--- src/inc/timer_channel_pkg.sv ---
package timer_channel_pkg;

  // byte offsets on the register bus
  localparam logic [7:0] SC_OFS   = 8'h00;
  localparam logic [7:0] CNT_OFS  = 8'h04;
  localparam logic [7:0] MOD_OFS  = 8'h08;
  localparam logic [7:0] CH_BASE  = 8'h10;
  // each channel owns two words: control at +0, value at +4
  localparam int         CH_SHIFT = 3;

  // timer control word fields
  localparam int PS_LSB    = 0;
  localparam int CLKS_LSB  = 3;
  localparam int CENTER_ALIGNED_SELECT_BIT = 5;
  localparam int TOF_BIT   = 7;

  // channel control word fields
  localparam int ELS_LSB = 2;
  localparam int MS_LSB  = 4;
  localparam int CHF_BIT = 7;

  localparam logic [1:0] CLK_OFF   = 2'h0;
  localparam logic [1:0] CLK_BUS   = 2'h1;
  localparam logic [1:0] CLK_FIXED = 2'h2;
  localparam logic [1:0] CLK_EXT   = 2'h3;

  localparam logic [15:0] MOD_RESET = 16'h0000;
  localparam logic [15:0] CNT_RESET = 16'h0000;
  localparam logic [15:0] VAL_RESET = 16'h0000;

  typedef enum logic {CNT_UP, CNT_DOWN} countDir_t;

  typedef struct packed {
    logic [1:0] mode;
    logic [1:0] edgeLevel;
  } chCfg_t;

  typedef struct packed {
    logic       centerAligned;
    logic [1:0] clkSel;
    logic [2:0] prescale;
  } timerCfg_t;

  // counter state as seen by the channels; step marks a fresh count value
  typedef struct packed {
    logic [15:0] cnt;
    countDir_t   dir;
    logic        step;
    logic        periodStart;
  } cntState_t;

endpackage

--- src/logic/timer_channel_unit.sv ---
`timescale 1ns/100ps
module timer_channel_unit (
  input  wire logic                         mclk,
  input  wire logic                         rstN,
  input  timer_channel_pkg::chCfg_t         cfg,
  input  timer_channel_pkg::timerCfg_t      tcfg,
  input  wire logic                         isExtShared,
  input  timer_channel_pkg::cntState_t      cs,
  input  wire logic [15:0]                  chValue,
  input  wire logic                         pinIn,
  output logic                              pinOut,
  output logic                              pinOe,
  output logic                              capture,
  output logic                              match
);
  import timer_channel_pkg::*;

  logic s1, s2, s3, pinLevel, prevLevel;
  logic own, isIc, isOc, isEpwm, isCpwm, hit, rise, fall, elsLow;
  logic next_pinLevel, next_pinOut, next_pinOe;

  always_comb begin
    isCpwm = tcfg.centerAligned;
    isIc   = !isCpwm && cfg.mode == 2'h0;
    isOc   = !isCpwm && cfg.mode == 2'h1;
    isEpwm = !isCpwm && cfg.mode[1];
    elsLow = cfg.edgeLevel[0];
    own = cfg.edgeLevel != 2'h0 && tcfg.clkSel != CLK_OFF
          && !(isExtShared && tcfg.clkSel == CLK_EXT);
    next_pinLevel = (s2 == s3) ? s3 : pinLevel;
    rise = pinLevel && !prevLevel;
    fall = !pinLevel && prevLevel;
    hit  = cs.step && cs.cnt == chValue;
    capture = isIc && own && ((cfg.edgeLevel[0] && rise) || (cfg.edgeLevel[1] && fall));
    match = hit && !isIc;
    next_pinOe  = own && !isIc;
    next_pinOut = pinOut;
    if (!own) begin
      // track the pin so toggle mode starts from its level
      next_pinOut = pinLevel;
    end else if (isOc && hit) begin
      case (cfg.edgeLevel)
        2'h1:    next_pinOut = !pinOut;
        2'h2:    next_pinOut = 1'b0;
        2'h3:    next_pinOut = 1'b1;
        default: next_pinOut = pinOut;
      endcase
    end else if (isEpwm) begin
      if (cs.periodStart) begin
        next_pinOut = !elsLow;
      end
      // match after start so a zero value gives zero duty
      if (hit) begin
        next_pinOut = elsLow;
      end
    end else if (isCpwm && hit) begin
      next_pinOut = (cs.dir == CNT_UP) ? elsLow : !elsLow;
    end
  end

  always_ff @(posedge mclk or negedge rstN) begin
    if (!rstN) begin
      s1        <= 1'b0;
      s2        <= 1'b0;
      s3        <= 1'b0;
      pinLevel  <= 1'b0;
      prevLevel <= 1'b0;
      pinOut    <= 1'b0;
      pinOe     <= 1'b0;
    end else begin
      s1        <= pinIn;
      s2        <= s1;
      s3        <= s2;
      pinLevel  <= next_pinLevel;
      prevLevel <= pinLevel;
      pinOut    <= next_pinOut;
      pinOe     <= next_pinOe;
    end
  end

endmodule

--- src/logic/timer_channel_pin_control.sv ---
// Function
// - control bits choose counter source: none, bus, fixed clock or external input
// - external clock input is synchronised to the bus clock before counting
// - with external source and edge/level 0:0, compare still runs without pin
// - pin stays with gpio when edge/level is 0:0 or clock select is 0:0
// - center-aligned select makes all active channels center PWM outputs
// - without center mode, mode field picks capture, compare or edge PWM
// - capture forces pin to edge input; edge/level picks trigger edges
// - capture edges are synchronised; outside holds pulses four bus clocks
// - compare overrides direction and toggles, clears or sets pin on match
// - toggle mode keeps previous pin level until the next match
// - edge PWM 1:0 drives high at period start, low on match
// - edge PWM with low bit set drives low at start, high on match
// - center PWM 1:0 clears on match counting up, sets counting down
// - center PWM with low bit set: sets counting up, clears counting down
// - one to eight channels, each with control and value registers
// - clock select 00 off, 01 bus, 10 fixed, 11 external
// - center mode counts up to modulo, then down to zero, repeating
// - edge PWM period is modulo value plus one counter clocks
// - selected capture edge copies counter into channel value and sets flag
`timescale 1ns/100ps
module timer_channel_pin_control #(
  parameter int CH_NUM        = 4,
  parameter int EXT_SHARED_CH = 0
) (
  input  wire logic              mclk,
  input  wire logic              rst_n,
  input  wire logic              psel,
  input  wire logic              penable,
  input  wire logic              pwrite,
  input  wire logic [7:0]        paddr,
  input  wire logic [31:0]       pwdata,
  output logic [31:0]            prdata,
  output logic                   pready,
  output logic                   pslverr,
  input  wire logic              fixedClkIn,
  input  wire logic              extCountClockIn,
  input  wire logic [CH_NUM-1:0] channelPinIn,
  output logic [CH_NUM-1:0]      channelPinOut,
  output logic [CH_NUM-1:0]      channelPinOe
);
  import timer_channel_pkg::*;

  logic              rstMeta, rstN;
  timerCfg_t         tcfg, next_tcfg;
  logic [15:0]       modVal, next_modVal;
  logic              tof, next_tof;
  chCfg_t            chCfg [CH_NUM];
  chCfg_t            next_chCfg [CH_NUM];
  logic [15:0]       chVal [CH_NUM];
  logic [15:0]       next_chVal [CH_NUM];
  logic [CH_NUM-1:0] chFlag, next_chFlag, capEvt, matchEvt, pinOutW, pinOeW;
  cntState_t         cs, next_cs;
  logic [6:0]        preCnt, next_preCnt, preMask;
  logic              e1, e2, e3, extLevel, extPrev, next_extLevel;
  logic              f1, f2, f3, fixLevel, fixPrev, next_fixLevel;
  logic              srcTick, cntTick;
  logic              access, wrAcc, hitSc, hitCnt, hitMod, hitCh, chWord, mapped;
  logic [4:0]        chIdx;
  logic [31:0]       next_prdata;
  logic              next_pready, next_pslverr;

  // reset release through two flops; assertion stays asynchronous
  always_ff @(posedge mclk or negedge rst_n) begin
    if (!rst_n) begin
      rstMeta <= 1'b0;
      rstN    <= 1'b0;
    end else begin
      rstMeta <= 1'b1;
      rstN    <= rstMeta;
    end
  end

  // ---------------- bus decode ----------------
  always_comb begin
    access = psel && penable && pready;
    wrAcc  = access && pwrite;
    hitSc  = paddr == SC_OFS;
    hitCnt = paddr == CNT_OFS;
    hitMod = paddr == MOD_OFS;
    chIdx  = 5'((paddr - CH_BASE) >> CH_SHIFT);
    chWord = paddr[2];
    hitCh  = paddr >= CH_BASE && paddr[1:0] == 2'h0 && 32'(chIdx) < CH_NUM;
    mapped = (hitSc || hitCnt || hitMod || hitCh) && paddr[1:0] == 2'h0;
  end

  // ---------------- clock sources ----------------
  always_comb begin
    next_extLevel = (e2 == e3) ? e3 : extLevel;
    next_fixLevel = (f2 == f3) ? f3 : fixLevel;
    case (tcfg.clkSel)
      CLK_BUS:   srcTick = 1'b1;
      CLK_FIXED: srcTick = fixLevel && !fixPrev;
      CLK_EXT:   srcTick = extLevel && !extPrev;
      default:   srcTick = 1'b0;
    endcase
    preMask     = 7'h7F >> (3'h7 - tcfg.prescale);
    cntTick     = srcTick && ((preCnt & preMask) == preMask);
    next_preCnt = srcTick ? preCnt + 7'h01 : preCnt;
    if (wrAcc && hitCnt) begin
      next_preCnt = 7'h00;
    end
  end

  always_ff @(posedge mclk or negedge rstN) begin
    if (!rstN) begin
      e1       <= 1'b0;
      e2       <= 1'b0;
      e3       <= 1'b0;
      extLevel <= 1'b0;
      extPrev  <= 1'b0;
      f1       <= 1'b0;
      f2       <= 1'b0;
      f3       <= 1'b0;
      fixLevel <= 1'b0;
      fixPrev  <= 1'b0;
      preCnt   <= 7'h00;
    end else begin
      e1       <= extCountClockIn;
      e2       <= e1;
      e3       <= e2;
      extLevel <= next_extLevel;
      extPrev  <= extLevel;
      f1       <= fixedClkIn;
      f2       <= f1;
      f3       <= f2;
      fixLevel <= next_fixLevel;
      fixPrev  <= fixLevel;
      preCnt   <= next_preCnt;
    end
  end

  // ---------------- counter ----------------
  always_comb begin
    next_cs             = cs;
    next_cs.step        = 1'b0;
    next_cs.periodStart = 1'b0;
    next_tof            = tof;
    if (wrAcc && hitSc && !pwdata[TOF_BIT]) begin
      next_tof = 1'b0;
    end
    if (wrAcc && hitCnt) begin
      // any write restarts the count
      next_cs.cnt = CNT_RESET;
      next_cs.dir = CNT_UP;
    end else if (cntTick) begin
      next_cs.step = 1'b1;
      if (tcfg.centerAligned) begin
        // up to modulo then down to zero
        if (cs.dir == CNT_UP && cs.cnt >= modVal && modVal != 16'h0000) begin
          next_cs.dir = CNT_DOWN;
          next_cs.cnt = cs.cnt - 16'h0001;
        end else if (cs.dir == CNT_DOWN && cs.cnt != 16'h0000) begin
          next_cs.cnt = cs.cnt - 16'h0001;
          next_tof    = next_tof || cs.cnt == 16'h0001;
        end else begin
          next_cs.dir = CNT_UP;
          next_cs.cnt = cs.cnt + 16'h0001;
        end
      end else begin
        // wrap after modulo gives modulo plus one counts
        next_cs.dir = CNT_UP;
        if (cs.cnt == modVal && modVal != 16'h0000) begin
          next_cs.cnt = 16'h0000;
        end else begin
          next_cs.cnt = cs.cnt + 16'h0001;
        end
        next_cs.periodStart = next_cs.cnt == 16'h0000;
        next_tof            = next_tof || next_cs.periodStart;
      end
    end
  end

  always_ff @(posedge mclk or negedge rstN) begin
    if (!rstN) begin
      cs  <= '{cnt: CNT_RESET, dir: CNT_UP, step: 1'b0, periodStart: 1'b0};
      tof <= 1'b0;
    end else begin
      cs  <= next_cs;
      tof <= next_tof;
    end
  end

  // ---------------- channels ----------------
  for (genvar i = 0; i < CH_NUM; i++) begin : gChan
    timer_channel_unit uChan (
      .mclk        (mclk),
      .rstN        (rstN),
      .cfg         (chCfg[i]),
      .tcfg        (tcfg),
      .isExtShared (i == EXT_SHARED_CH),
      .cs          (cs),
      .chValue     (chVal[i]),
      .pinIn       (channelPinIn[i]),
      .pinOut      (pinOutW[i]),
      .pinOe       (pinOeW[i]),
      .capture     (capEvt[i]),
      .match       (matchEvt[i])
    );
  end

  assign channelPinOut = pinOutW;
  assign channelPinOe  = pinOeW;

  // ---------------- register file ----------------
  always_comb begin
    next_tcfg   = tcfg;
    next_modVal = modVal;
    next_chFlag = chFlag;
    if (wrAcc && hitSc) begin
      next_tcfg.centerAligned = pwdata[CENTER_ALIGNED_SELECT_BIT];
      next_tcfg.clkSel        = pwdata[CLKS_LSB +: 2];
      next_tcfg.prescale      = pwdata[PS_LSB +: 3];
    end
    if (wrAcc && hitMod) begin
      next_modVal = pwdata[15:0];
    end
    for (int i = 0; i < CH_NUM; i++) begin
      next_chCfg[i] = chCfg[i];
      next_chVal[i] = chVal[i];
      if (wrAcc && hitCh && 32'(chIdx) == i) begin
        if (!chWord) begin
          next_chCfg[i].mode      = pwdata[MS_LSB +: 2];
          next_chCfg[i].edgeLevel = pwdata[ELS_LSB +: 2];
          if (!pwdata[CHF_BIT]) begin
            next_chFlag[i] = 1'b0;
          end
        end else begin
          next_chVal[i] = pwdata[15:0];
        end
      end
      if (capEvt[i]) begin
        next_chVal[i] = cs.cnt;
      end
      if (capEvt[i] || matchEvt[i]) begin
        next_chFlag[i] = 1'b1;
      end
    end
  end

  always_ff @(posedge mclk or negedge rstN) begin
    if (!rstN) begin
      tcfg   <= '{centerAligned: 1'b0, clkSel: CLK_OFF, prescale: 3'h0};
      modVal <= MOD_RESET;
      chFlag <= '0;
      for (int i = 0; i < CH_NUM; i++) begin
        chCfg[i] <= '{mode: 2'h0, edgeLevel: 2'h0};
        chVal[i] <= VAL_RESET;
      end
    end else begin
      tcfg   <= next_tcfg;
      modVal <= next_modVal;
      chFlag <= next_chFlag;
      for (int i = 0; i < CH_NUM; i++) begin
        chCfg[i] <= next_chCfg[i];
        chVal[i] <= next_chVal[i];
      end
    end
  end

  // ---------------- bus answer ----------------
  // no wait state: pready rises in the first access cycle
  always_comb begin
    next_pready  = psel && !penable;
    next_pslverr = psel && !penable && !mapped;
    next_prdata  = 32'h0000_0000;
    if (psel && !penable && !pwrite) begin
      if (hitSc) begin
        next_prdata[TOF_BIT]           = tof;
        next_prdata[CENTER_ALIGNED_SELECT_BIT]         = tcfg.centerAligned;
        next_prdata[CLKS_LSB +: 2]     = tcfg.clkSel;
        next_prdata[PS_LSB +: 3]       = tcfg.prescale;
      end else if (hitCnt) begin
        next_prdata[15:0] = cs.cnt;
      end else if (hitMod) begin
        next_prdata[15:0] = modVal;
      end else if (hitCh) begin
        for (int i = 0; i < CH_NUM; i++) begin
          if (32'(chIdx) == i) begin
            if (chWord) begin
              next_prdata[15:0] = chVal[i];
            end else begin
              next_prdata[CHF_BIT]        = chFlag[i];
              next_prdata[MS_LSB +: 2]    = chCfg[i].mode;
              next_prdata[ELS_LSB +: 2]   = chCfg[i].edgeLevel;
            end
          end
        end
      end
    end
  end

  always_ff @(posedge mclk or negedge rstN) begin
    if (!rstN) begin
      prdata  <= 32'h0000_0000;
      pready  <= 1'b0;
      pslverr <= 1'b0;
    end else begin
      prdata  <= next_prdata;
      pready  <= next_pready;
      pslverr <= next_pslverr;
    end
  end

endmodule

--- config.mk ---
export PLATFORM = sky130hd
export DESIGN_NAME = timer_channel_pin_control
export DESIGN_NICKNAME = d
export VERILOG_FILES = /design/src/inc/timer_channel_pkg.sv /design/src/logic/timer_channel_unit.sv /design/src/logic/timer_channel_pin_control.sv
export SDC_FILE = /design/constraint.sdc
export NUM_CORES = 1
export LEC_CHECK = 0
export BUFFER_PORTS_ARGS = -buffer_cell sky130_fd_sc_hd__buf_2
export CAP_MARGIN = 20
export CORE_ASPECT_RATIO = 2
export CORE_MARGIN = 5
export CORE_UTILIZATION = 40
export CTS_BUF_LIST = sky130_fd_sc_hd__clkbuf_16
export DETAILED_ROUTE_END_ITERATION = 8
export MAX_ROUTING_LAYER = met4
export SLEW_MARGIN = 20
export SYNTH_ARGS = -nofsm -noshare
export SYNTH_HDL_FRONTEND = slang
export SYNTH_SLANG_ARGS = --single-unit
--- constraint.sdc ---
create_clock -name mclk -period 7.9 [get_ports mclk]
set_clock_uncertainty 0.15 [all_clocks]
set_input_delay 2.37 -clock mclk [delete_from_list [all_inputs] [get_ports mclk]]
set_output_delay 2.37 -clock mclk [all_outputs]
set_load 0.02 [all_outputs]
Word level (Yosys, flattened, before mapping) --
Index checks and enable logic that the tools add are counted.
Storage, ports and cells: output and inout bits 42, bits of input ports 51, register bits 191, word-level logic and storage cells 421
Operators by class: shift operators 1, magnitude comparators 3, mux-type cells 109, add/sub/neg operators 5, bitwise logic cells 3, eq/ne operators 58, reductions and logical operators 173
Operators with widths (number):
- 2-to-1 mux 16 bit | 27
- logical AND 1 bit | 86
- == test 16 bit | 5
- 2-to-1 mux 1 bit | 56
- 2-to-1 mux 17 bit | 3
- 2-to-1 mux 8 bit | 5
- != test 5 bit, second input constant | 8
- nonzero test 2 bit | 19
- nonzero test 16 bit | 2
- logical NOT 1 bit | 28
- AND reduction 3 bit | 8
- == test 2 bit, second input constant | 10
- != test 4 bit, second input constant | 5
- 2-to-1 mux 19 bit | 1
- == test 2 x 1 -> 1 bit, second input constant | 9
- AND reduction 2 bit | 9
- adder 16 x 1 -> 16 bit, second input constant | 1
- == test 16 x 1 -> 1 bit, second input constant | 1
- greater-or-equal comparator 16 bit | 1
- logical NOT 16 bit | 1
- 2-to-1 mux 4 bit | 4
- != test 2 x 1 -> 1 bit, second input constant | 8
- subtractor 16 x 1 -> 16 bit, second input constant | 1
- case mux 1 bit (3 select lines) | 5
- other kinds (21) | 49

Longest topological paths before layout --
Gate-level depths: netlist of run 1.
depth in word-level cells 19, gate-level depth with buffers 13, depth with buffers taken out 10

Modules after synthesis --
A second synthesis of run 1 with hierarchy kept.
Unflattened totals: cells, all modules 1270, area total of the unflattened synthesis 11951.5 um2
By module, submodules not included:
- timer_channel_pin_control | seq. area each 4078.9 um2, times used 1, cells an instance 1010, area an instance 9589.2 um2
- timer_channel_unit | seq. area each 175.2 um2, times used 4, cells an instance 65, area an instance 590.6 um2

Worst setup path before layout of run 1 --
No wires, ideal clock.
kind in2reg, start point input port paddr[4], end point register chCfg[12] in the netlist's numbering, required time 7625 ps, slack 2502 ps, setup time 125 ps, stages 12, arrival 5123 ps, path buffers 3, path through buf_2 -> clkinv_1 -> clkbuf_1 -> ha_1 -> nor2_1 -> nand3_1 -> mux2_2 -> or3_1 -> clkbuf_1 -> or3_1 -> nor3_2 -> mux2_2
On the way: cells in the longest elaborated chain, start to end 6, elaborated cells between the ends (all ways) 9, those cells by class 1 x add/sub; 2 x order compare; 6 x reduce/logical
Ends and longest elaborated chain:
- from (decl) | line timer_channel_pin_control.sv:31 | input wire logic [7:0] paddr,
- subtractor 8 x 5 -> 8 bit / greater-or-equal comparator 8 x 5 -> 1 bit (equally long branches) | line timer_channel_pin_control.sv:81, timer_channel_pin_control.sv:83
- less-than comparator 5 x 3 -> 1 bit / logical AND 1 bit (equally long branches) | line timer_channel_pin_control.sv:83 | hitCh = paddr >= CH_BASE && paddr[1:0] == 2'h0 && 32'(chIdx) < CH_NUM;
- logical AND 1 bit | line timer_channel_pin_control.sv:83
- logical AND 1 bit | line timer_channel_pin_control.sv:221 | if (wrAcc && hitCh && 32'(chIdx) == i) begin
- logical AND 1 bit (*) | line timer_channel_pin_control.sv:221
- AND reduction 2 bit (no line) (*)
- to (signal, indexed assignment) | line timer_channel_pin_control.sv:247 | chCfg[i] <= '{mode: 2'h0, edgeLevel: 2'h0};
- to (signal, indexed assignment) | line timer_channel_pin_control.sv:255 | chCfg[i] <= next_chCfg[i];
- to (decl) | line timer_channel_pin_control.sv:48 | chCfg_t chCfg [CH_NUM];
Every way passes the cells marked *; elsewhere a longest branch is shown, timed or not. A chain may end at the register's enable or synchronous reset.

Worst setup path in the final report of run 1 --
start point input port paddr[4], end point register chFlag[2]
On the way: cells in the longest elaborated chain, start to end 7, elaborated cells between the ends (all ways) 10, those cells by class 1 x add/sub; 2 x order compare; 1 x eq/ne; 6 x reduce/logical
Ends and longest elaborated chain:
- subtractor 8 x 5 -> 8 bit / greater-or-equal comparator 8 x 5 -> 1 bit (equally long branches) | line timer_channel_pin_control.sv:81, timer_channel_pin_control.sv:83
- less-than comparator 5 x 3 -> 1 bit / logical AND 1 bit (equally long branches) | line timer_channel_pin_control.sv:83
- logical AND 1 bit | line timer_channel_pin_control.sv:83
- logical AND 1 bit | line timer_channel_pin_control.sv:221
- logical AND 1 bit (*) | line timer_channel_pin_control.sv:221
- nonzero test 2 bit (no line) (*)
- AND reduction 3 bit (no line) (*)
- to (signal assigned) | line timer_channel_pin_control.sv:253 | chFlag <= next_chFlag;
- to (decl) | line timer_channel_pin_control.sv:52 | logic [CH_NUM-1:0] chFlag, next_chFlag, capEvt, matchEvt, pinOutW, pinOeW;
Marks and branches as above.

==> results of run 1 <==
[state kept, by name, indices dropped and copies added (netlist names), 6 cells and up]
register,count
chVal,64
prdata,16
preCnt,7
tcfg,6
chCfg,16
cs,19
modVal,16
[power breakdown]
| group | internal [uW] | switching [uW] | leakage (uW) |
|---|---|---|---|
| Combinational | 66.5 | 129 | 0.00289 |
| Sequential | 1000 | 44.6 | 0.00245 |
| Clock | 465 | 403 | 0.000291 |
[layer usage]
| metal | GRT usage (%) | vias to the layer above | share of wire (%) |
|---|---|---|---|
| li1 | - | 4474 | - |
| met1 | 26.76 | 4696 | 36 |
| met2 | 41.00 | 420 | 51 |
| met3 | 3.508 | 152 | 5.3 |
| met4 | 15.30 | 0 | 7.5 |
| met5 | - | - | 0 |
[cell usage in the layout, fill, tap and decap left out, types with 6 or more instances in the layout]
cell type,netlist,final
nor3_1,26,26
nand2_1,84,84
buf_2,7,60
nand2b_1,7,7
conb_1,2,17
mux2_2,32,32
o221a_2,9,9
o2bb2ai_1,7,7
and2_1,9,9
nand4_1,23,23
ha_1,30,30
o211ai_1,13,13
a222oi_1,9,9
a21oi_1,99,99
nor2b_1,8,8
mux2i_1,77,77
inv_1,48,50
and3_1,12,11
a211oi_1,6,6
buf_4,24,26
and4_1,11,11
dfrtp_1,191,190
maj3_1,6,6
a31oi_1,6,6
xor2_1,29,29
nor4_1,20,19
nand3_1,32,32
o21ai_0,69,69
clkbuf_16,0,17
nor2_1,114,114
xnor2_1,52,52
or3_1,9,9
[cell families after synthesis]
| logic type | share of synthesized area (%) |
|---|---|
| xor+xnor | 6.103 |
| mux | 10.70 |
| compound gates | 16.00 |
| flops | 41.12 |
| other cells | 0.06461 |
| simple gates | 16.42 |
| fa+ha+maj | 3.746 |
| buf+inv | 5.856 |
[area by class of cell]
type | instances | area, um2 | share of cell area [%]
Multi-Input combinational cell | 912 | 6269 | 49.10
Sequential cell | 191 | 4783 | 37.47
Timing Repair Buffer | 87 | 506.7 | 3.969
Tap cell | 360 | 450.4 | 3.528
Clock buffer | 17 | 425.4 | 3.332
Inverter | 49 | 183.9 | 1.441
Clock inverter | 15 | 145.1 | 1.137
Antenna cell | 1 | 2.502 | 0.01960
[worst register-to-register path, delay by kind of cell, from the launching register on]
family                     cells  cell delay (ns)
buffers and inverters          1             0.38
DFF                            1             0.84
adders and majority gates      1             0.39
AOI/OAI and AO/OA              6             1.92
and+or+nand+nor                1             0.10
[per-stage QoR]
stage / worst slack [ns] / hold WS, ns / cells / power [uW] / utilization (%)
2_1_floorplan: 2.034 / 0.1812 / 1256 / 1194 / -
3_3_place_gp: 1.790 / 0.1836 / 1599 / 1258 / 42.35
3_5_place_dp: 1.753 / 0.1864 / 1599 / 1263 / 42.39
4_1_cts: 2.240 / 0.2025 / 1631 / 2136 / 44.37
5_1_grt: 1.943 / 0.2149 / 1632 / 2186 / 44.42
6_report: 2.208 / 0.1736 / 1632 / 2112 / 44.42
[how the worst max path moves through the flow]
stage / end / slack, ns
3_5_place_dp: chFlag[2]$_DFFE_PN0P_ / 1.75
6_report: chFlag[2]$_DFFE_PN0P_ / 2.21
4_1_cts: chFlag[2]$_DFFE_PN0P_ / 2.24
2_1_floorplan: chCfg[0]$_DFFE_PN0P_ / 2.03
3_3_place_gp: chCfg[13]$_DFFE_PN0P_ / 1.79
5_1_grt: chFlag[2]$_DFFE_PN0P_ / 1.94
==> metrics.md, run 1 <==
| Metric | Value |
|---|---|
| Total routed wirelength | `38.48 mm` |
| Max FO, Critical Path | `15` |
| Largest net degree at the start of global routing | `79` |
| Crit path kind | `input pin to flip-flop` |
| Drt pass-1 iters | `6` |
| Max rail drop VDD | `0.1640 mV` |
| Post-synth ARST share | `100.0%` |
| Hold buffer count at cts | `0` |
| Clock insertion delay at the later pin of the skew report | `0.46 ns` |
| Worst-case reg-to-reg path depth | `9` |
| Largest area contributor in the netlist | `dfrtp_1` |
| Wire per inst | `23.58 um` |
| Final number of max-transition violations | `0` |
| TritonCTS Buffers | `17` |
| Top cells by area, synth | `dfrtp_1 41%, mux2i_1 6.6%, a21oi_1 4.3%, xnor2_1 3.9%, nor2_1 3.7%` |
| Initial antenna violation count | `1` |
| Via-per-instance ratio | `5.969` |
| Gr usage total | `24.48%` |
| Global-route wire length before repair | `58.46 mm` |
| Worst flop-to-flop path startpoint | `cs[3]$_DFFE_PN0P_` |
| CP Cell Sequence | `buf_2 -> clkinv_1 -> ha_1 -> nor2_1 -> nand3_1 -> mux2_2 -> or3_1 -> nor3_1 -> nand2_1 -> a221o_1` |
| Slew @ Worst Pin | `0.9486 ns` |
| Top cell type's share of synthesized area | `41.12%` |
| Area of the mapped netlist | `0.01162 mm2` |
| RSZ-0062 raised after global routing | `no` |
| Mean Syn Cell Area | `9.366 um2` |
| Leakage | `0.005632 uW` |
| Most common cell in the netlist | `dfrtp_1` |
| Longest Clk Path Bufs | `2` |
| Max-Cap Viols | `0` |
| Worst Setup SP | `paddr[4]` |
| Hold crit path type | `flip-flop to async pin` |
| Period utilisation layout | `72.04%` |
| Seq cells post-synth | `191` |
| GRT overflow | `0` |
| Logic depth of the worst path, buffers included | `10` |
| Vias | `9742` |
| Status | `complete, no violations` |
| Synth Flop Type | `dfrtp_1` |
| WP data required | `8.10 ns` |
| Setup slack, reg-to-reg | `3.98 ns` |
| Area added between synthesis and finish | `9.828%` |
| 1st-iter DRT viols | `862` |
| Die height | `251.1 um` |
| Top post-synthesis cells by count | `191 x dfrtp_1, 114 x nor2_1, 99 x a21oi_1` |
| Final Wtd Congestion | `0.9634` |
| FP Rows | `88` |
| Die ar. | `0.03278 mm2` |
| Post-synth EDFFs | `0` |
| I/O Pins | `93` |
| Cells after Synth | `1241` |
| Routed Antenna Nets | `0` |
| Crit path max-delay family | `simple AND/OR/NAND/NOR gates` |
| Reg-to-reg critical path endpoint | `cs[11]$_DFFE_PN0P_` |
| Cts repair resizes | `0` |
| Crit path buf inv count | `2` |
| Final Instance Area | `0.01277 mm2` |
| Slew Limit Headroom | `36.18%` |
| Power Density | `165.5 mW/mm2` |
| Detailed-route DRC error count | `0` |
| Placed Area | `0.01218 mm2` |
| Crit path DAT | `5.89 ns` |
| Starting density of the core | `40.45%` |
| Maximum clock rate | `175.7 MHz` |
| Largest stage delay, worst path | `0.84 ns` |
| Min Clock Period, post-route | `5.692 ns` |
| DP Wirelength | `28.92 mm` |
| Vias in the first global route | `9707` |
| Clk slew on worst S/H paths | `0.08 ns` |
| Setup crit start kind | `input pin` |
| Slowest stage cell, crit path | `nor3_1` |
| Critical path endpoint category | `flip-flop` |
| Htree depth | `4` |
| Final setup viols | `0` |
| Core Footprint | `0.02874 mm2` |
| Final net count | `1339` |
| Synth cell types | `79` |
| Fillers | `2787` |
| Chip width | `130.5 um` |
| Register area share after synthesis | `41.12%` |
| Clock root buffer | `clkbuf_16` |
| I/O Buffers | `60` |
| Fraction of layout cells with a size suffix above 1 | `14.71%` |
| Postcts setup bufs | `0` |
| CTS tree | `done` |
| # clock sinks | `191` |
| Synth Warn # | `0` |
| Fin Setup TNS | `0 ns` |
| Final Hold Fails | `0` |
Note: power is estimated with default switching activity, not from simulation.
==> inputs of run 2 (changes only) <==
Settings changed: ABC_AREA from default to 1.
Clock period 7.9 ns to 5.7 ns, I/O delays scaled along.
==> run 2 against run 1 <==
Compared with the run above:
- first-iteration DRC count up 12%
- design area rose by 8.9%
- sequential power increased by 33%
- non-clock buffer count is 8 lower
- synthesized area grew 9.8%
- setup slack got worse by 0.60 ns
- die area is 9.2% higher
- critical path depth rose by 2
- register-to-register slack lost 1.9 ns
- largest cell class unchanged
- sequential share of layout area is 3.1 points lower
- power up 39%
==> metrics.md, run 2 <==
| Metric | Value |
|---|---|
| Synth Warn # | `0` |
| Status | `complete, no violations` |
| Final Hold Fails | `0` |
| Final setup viols | `0` |
| Largest area contributor in the netlist | `dfrtp_1` |
| # clock sinks | `191` |
| Cts repair resizes | `0` |
| Placed Area | `0.01328 mm2` |
| I/O Buffers | `60` |
| Area of the mapped netlist | `0.01276 mm2` |
| WP data required | `5.94 ns` |
| Final number of max-transition violations | `0` |
| 1st-iter DRT viols | `966` |
| Power Density | `211.4 mW/mm2` |
| Core Footprint | `0.03154 mm2` |
| FP Rows | `92` |
| DP Wirelength | `34.88 mm` |
| Clock root buffer | `clkbuf_16` |
| Top cells by area, synth | `dfrtp_1 37%, nand2_1 17%, inv_1 6.6%, o21ai_0 6.6%, nor2_1 5.1%` |
| Setup slack, reg-to-reg | `2.11 ns` |
| Slew @ Worst Pin | `0.9312 ns` |
| TritonCTS Buffers | `17` |
| Cells after Synth | `1899` |
| Final net count | `1995` |
| Gr usage total | `26.33%` |
| Fraction of layout cells with a size suffix above 1 | `7.058%` |
| Synth cell types | `42` |
| Min Clock Period, post-route | `4.090 ns` |
| Largest net degree at the start of global routing | `125` |
| Synth Flop Type | `dfrtp_1` |
| Max reg flops | `64` |
| Slew Limit Headroom | `37.85%` |
| RSZ-0062 raised after global routing | `no` |
| I/O Pins | `93` |
| Starting density of the core | `40.46%` |
| Area added between synthesis and finish | `9.001%` |
| Post-synth EDFFs | `0` |
| Final worst setup slack | `1.610 ns` |
| Vias in the first global route | `11940` |
| Drt pass-1 iters | `7` |
| GRT overflow | `0` |
| Hold crit path type | `flip-flop to flip-flop` |
| Longest Clk Path Bufs | `2` |
| Mean Syn Cell Area | `6.719 um2` |
| Routed Antenna Nets | `0` |
| Top cell type's share of synthesized area | `37.46%` |
| Most flops, register | `chVal` |
| Setup crit start kind | `input pin` |
| Critical path endpoint category | `flip-flop` |
| Global-route wire length before repair | `68.92 mm` |
| Register area share after synthesis | `37.46%` |
| Fin Setup TNS | `0 ns` |
| Period utilisation layout | `71.75%` |
| Wire per inst | `19.27 um` |
| Die height | `262.6 um` |
| Max FO, Critical Path | `32` |
| Final core occ | `44.10%` |
| Detailed-route DRC error count | `0` |
| Hold buffer count at cts | `0` |
| Crit path kind | `input pin to flip-flop` |
| Final Wtd Congestion | `0.9693` |
| Most frequent cells in the layout | `585 x nand2_1, 226 x inv_1, 190 x dfrtp_1` |
| Crit path DAT | `4.32 ns` |
| Top post-synthesis cells by count | `585 x nand2_1, 226 x inv_1, 191 x dfrtp_1` |
| Htree depth | `4` |
| Postcts setup bufs | `0` |
| Placement Setup Slack | `1.181 ns` |
| Clk slew on worst S/H paths | `0.08 ns` |
| Maximum clock rate | `244.5 MHz` |
| Leakage | `0.007105 uW` |
| Max-Cap Viols | `0` |
| Biggest regs | `chVal (64), cs (19)` |
| Seq cells post-synth | `191` |
| Vias | `12380` |
| Most common cell in the netlist | `nand2_1` |
| Via-per-instance ratio | `5.262` |
| Post-synth ARST share | `100.0%` |
| Initial antenna violation count | `2` |
| Clock insertion delay at the later pin of the skew report | `0.46 ns` |
| Max rail drop VDD | `0.1898 mV` |
| Chip width | `136.3 um` |
| Final Instance Area | `0.01391 mm2` |
| CTS tree | `done` |
| Total routed wirelength | `45.33 mm` |
| Commonest non-fill, non-tap cell in the layout | `nand2_1` |
| Die ar. | `0.03579 mm2` |
-- run 2: cell count changes in the layout (fill, tap and decap cells not counted), moves of 16 or more --
| cell | before | now |
|---|---|---|
| a21oi_1 | 99 | 79 |
| o21ai_0 | 69 | 168 |
| inv_1 | 50 | 226 |
| nor4_1 | 19 | 1 |
| nand3_1 | 32 | 115 |
| mux2i_1 | 77 | 0 |
| nand4_1 | 23 | 40 |
| nor2_1 | 114 | 173 |
| o211ai_1 | 13 | 29 |
| mux2_2 | 32 | 0 |
| xnor2_1 | 52 | 15 |
| nand2_1 | 84 | 585 |
| o21ai_1 | 1 | 52 |
-- run 2: power breakdown --
group          switching, uW  internal [uW]
Combinational            165           61.0
Sequential              23.2           1380
Clock                    607            706
Total                    795           2150
-- run 2: metal layers --
metal | vias to the layer above | share of wire [%] | GRT usage [%]
met3 | 163 | 4.2 | 2.931
met5 | - | 0 | -
met4 | 0 | 8.7 | 18.84
li1 | 6094 | - | -
met2 | 447 | 51 | 44.91
met1 | 5673 | 36 | 27.68
-- run 2: worst max-delay path, cell delays in order --
cell and delay (ns):
buf_2 0.13, inv_2 0.11, ha_1 0.18, inv_1 0.05, nand2_1 0.07, nand3_2 0.16, nor3_4 0.27, nand3_1 0.63
o21ai_2 0.38, buf_4 0.35, o211ai_1 0.14, o21ai_0 0.12
-- run 2: final timing paths --
path | from | end | cells past startpoint
worst max-delay path | paddr[4] | chVal[11]$_DFFE_PN0P_ | 12
worst min-delay path | f1$_DFF_PN0_ | f2$_DFF_PN0_ | 0
worst max register to register | cs[15]$_DFFE_PN0P_ | cs[17]$_DFFE_PN0P_ | 10
worst min register to register | f1$_DFF_PN0_ | f2$_DFF_PN0_ | 0
max in group asynchronous | rstN$_DFF_PN0_ | modVal[13]$_DFFE_PN0P_ | 1
min in group asynchronous | rstN$_DFF_PN0_ | gChan[2].uChan.pinOe$_DFF_PN0_ | 0
-- run 2: cells by family (layout without fill, tap and decap cells) --
kind of cell	count (synthesis)	after routing	share of synthesized area, %
AO/OA/AOI/OAI	349	349	14.68
XOR/XNOR	32	32	2.197
adder cells (fa/ha/maj)	36	36	3.412
buffers and inverters	337	350	11.16
flip-flops	191	191	37.46
other	2	19	0.05886
AND/OR/NAND/NOR	952	952	31.04
-- run 2: per-stage QoR --
step | power (uW) | hold WS, ns | cells
floorplan | 1577 | 0.1811 | 1914
global route | 3044 | 0.2221 | 2352
finish | 2941 | 0.2051 | 2352
detailed placement | 1654 | 0.1905 | 2318
global placement | 1650 | 0.1852 | 2318
CTS | 2970 | 0.2071 | 2350
-- run 2: cell type report --
| cell class | count | area [um2] |
|---|---|---|
| Fill cell | 3436 | 17630 |
| Multi-Input combinational cell | 1386 | 6613 |
| Sequential cell | 191 | 4783 |
| Inverter | 239 | 897.1 |
| Tap cell | 423 | 529.3 |
| Timing Repair Buffer | 79 | 455.4 |
| Clock buffer | 17 | 425.4 |
| Clock inverter | 15 | 200.2 |
| Antenna cell | 2 | 5.005 |
==> inputs of run 3 (changes only) <==
Settings changed: ABC_AREA 1 to 0.
Clock period 5.7 ns to 3.7 ns, I/O delays scaled along.
==> run 3 against run 2 <==
Compared with the run above:
- setup slack got worse by 1.4 ns
- clock-buffer cell count unchanged
- power increased by 61%
- design area fell by 4.1%
- sequential cell count unchanged
- register-to-register slack lost 1.9 ns
- worst hold slack got worse by 0.0041 ns
- non-clock buffer count is 62 higher
- combinational power grew 110%
- core utilization is 2.3 points higher
- first-iteration DRC count down 11%
- critical endpoint is now cs[11]$_DFFE_PN0P_
==> metrics.md, run 3 (synthesis gave the netlist of run 1 again) <==
| Metric | Value |
|---|---|
| Crit path buf inv count | `1` |
| Max FO, Critical Path | `14` |
| Hold buffer count at cts | `0` |
| Final number of max-transition violations | `0` |
| Chip width | `130.5 um` |
| Hold crit path type | `flip-flop to flip-flop` |
| Drt pass-1 iters | `7` |
| CTS tree | `done` |
| Worst flop-to-flop path startpoint | `modVal[15]$_DFFE_PN0P_` |
| I/O Buffers | `60` |
| Placement Setup Slack | `-0.1890 ns` |
| Area added between synthesis and finish | `14.71%` |
| Biggest regs | `chVal (64), cs (19)` |
| Via-per-instance ratio | `5.936` |
| Longest Clk Path Bufs | `2` |
| Hold Path Stages | `0` |
| Final worst setup slack | `0.2220 ns` |
| GRT overflow | `0` |
| Global-route wire length before repair | `59.11 mm` |
| Reg-to-reg critical path endpoint | `cs[11]$_DFFE_PN0P_` |
| 1st-iter DRT viols | `860` |
| Power Density | `355.5 mW/mm2` |
| Commonest non-fill, non-tap cell in the layout | `dfrtp_1` |
| Clock root buffer | `clkbuf_16` |
| # clock sinks | `191` |
| Period utilisation layout | `94.00%` |
| Leakage | `0.005947 uW` |
| Logic depth of the worst path, buffers included | `9` |
| Starting density of the core | `40.45%` |
| Gr busiest metal | `met2` |
| Critical path endpoint category | `flip-flop` |
| Max rail drop VDD | `0.3626 mV` |
| Postcts setup bufs | `0` |
| N_diodes | `0` |
| Status | `complete, no violations` |
| Slew Limit Headroom | `48.45%` |
| Crit path kind | `flip-flop to flip-flop` |
| Min-Delay Endpoint | `f2$_DFF_PN0_` |
| Maximum clock rate | `287.5 MHz` |
| Detailed-route DRC error count | `0` |
| Grt met3 use | `3.636%` |
| Met1 GRT Util | `26.04%` |
| Slew @ Worst Pin | `0.7704 ns` |
| Crit path max-delay family | `compound AO/OA/AOI/OAI gates` |
| Min Clock Period, post-route | `3.478 ns` |
| Final net count | `1393` |
| Wire per inst | `23.32 um` |
| Total routed wirelength | `39.29 mm` |
| Final setup viols | `0` |
| Routed Antenna Nets | `0` |
| Fraction of layout cells with a size suffix above 1 | `18.79%` |
| Gr usage total | `25.03%` |
| WP data required | `3.90 ns` |
| TritonCTS Buffers | `17` |
| Hold WS | `0.2010 ns` |
| Worst-case reg-to-reg path depth | `9` |
| Max-Cap Viols | `0` |
| Clock insertion delay at the later pin of the skew report | `0.47 ns` |
| Final Wtd Congestion | `0.9759` |
| I/O Pins | `93` |
| Cts repair resizes | `0` |
| Core Footprint | `0.02874 mm2` |
| DP Wirelength | `30.32 mm` |
| Crit path DAT | `3.68 ns` |
| Die ar. | `0.03278 mm2` |
| CP Cell Sequence | `inv_1 -> ha_1 -> nand4_1 -> or4_4 -> o211a_1 -> a2111o_1 -> nor4_1 -> a211oi_1 -> a31oi_1` |
| GRT met2 Usage | `41.92%` |
| Setup slack, reg-to-reg | `0.22 ns` |
| Htree depth | `4` |
| Vias in the first global route | `9932` |
| Die height | `251.1 um` |
| FP Rows | `88` |
| Vias | `10000` |
| Most frequent cells in the layout | `190 x dfrtp_1, 113 x nor2_1, 98 x a21oi_1` |
| Final Hold Fails | `0` |
| RSZ-0062 raised after global routing | `no` |
| Slowest stage cell, crit path | `a2111o_1` |
| Initial antenna violation count | `0` |
| Hold_sp | `f1$_DFF_PN0_` |
| Largest stage delay, worst path | `0.67 ns` |
| Largest net degree at the start of global routing | `98` |
| Clk slew on worst S/H paths | `0.07 ns` |
| Max reg flops | `64` |
| Setup crit start kind | `flip-flop` |
| Most flops, register | `chVal` |
## run 3: per-stage QoR
stage | total power (uW) | util, % | setup TNS [ns] | std cells | area, um2
after floorplan | 2556 | - | -0.7468 | 1256 | 11760
after CTS | 4783 | 46.40 | 0 | 1685 | 13330
after detailed placement | 2732 | 44.16 | -0.8843 | 1653 | 12690
final | 4741 | 46.40 | 0 | 1685 | 13330
after global placement | 2725 | 44.16 | -0.8287 | 1653 | 12690
after global routing | 4903 | 46.40 | 0 | 1685 | 13330
## run 3: how the worst max path moves through the flow
stage	start	to	slack (ns)
2_1_floorplan	paddr[4]	chCfg[13]$_DFFE_PN0P_	-0.13
3_3_place_gp	paddr[5]	cs[14]$_DFFE_PN0P_	-0.18
3_5_place_dp	paddr[5]	cs[14]$_DFFE_PN0P_	-0.19
4_1_cts	modVal[14]$_DFFE_PN0P_	cs[11]$_DFFE_PN0P_	0.27
5_1_grt	modVal[15]$_DFFE_PN0P_	cs[16]$_DFFE_PN0P_	0.06
6_report	modVal[15]$_DFFE_PN0P_	cs[11]$_DFFE_PN0P_	0.22
## run 3: layout make-up
type / count / area (um2)
multi-input cells: 912 / 6297
fillers: 2748 / 15400
well taps: 360 / 450.4
clock buffers: 17 / 425.4
clock inverters: 15 / 217.7
repair buffers: 141 / 970.9
inverters: 49 / 188.9
flip-flops and latches: 191 / 4783
## run 3: power by group
part           internal, uW  leakage, uW  switching (uW)
registers              2140      0.00245            73.6
clock network          1100     0.000315             946
logic                   167      0.00318             308
## run 3: routing by layer
metal | share of wire [%] | routed length (um)
met5 | 0 | 0
met1 | 35 | 13690
met4 | 8.7 | 3404
met2 | 51 | 20210
met3 | 5.0 | 1984
## run 3: worst register-to-register path, delay by kind of cell (launching register included)
family | cells | cell delay (ns)
adder cells (fa/ha/maj) | 1 | 0.32
AND/OR/NAND/NOR | 3 | 1.12
AO/OA/AOI/OAI | 4 | 1.30
flip-flops | 1 | 0.42
buffers and inverters | 1 | 0.06
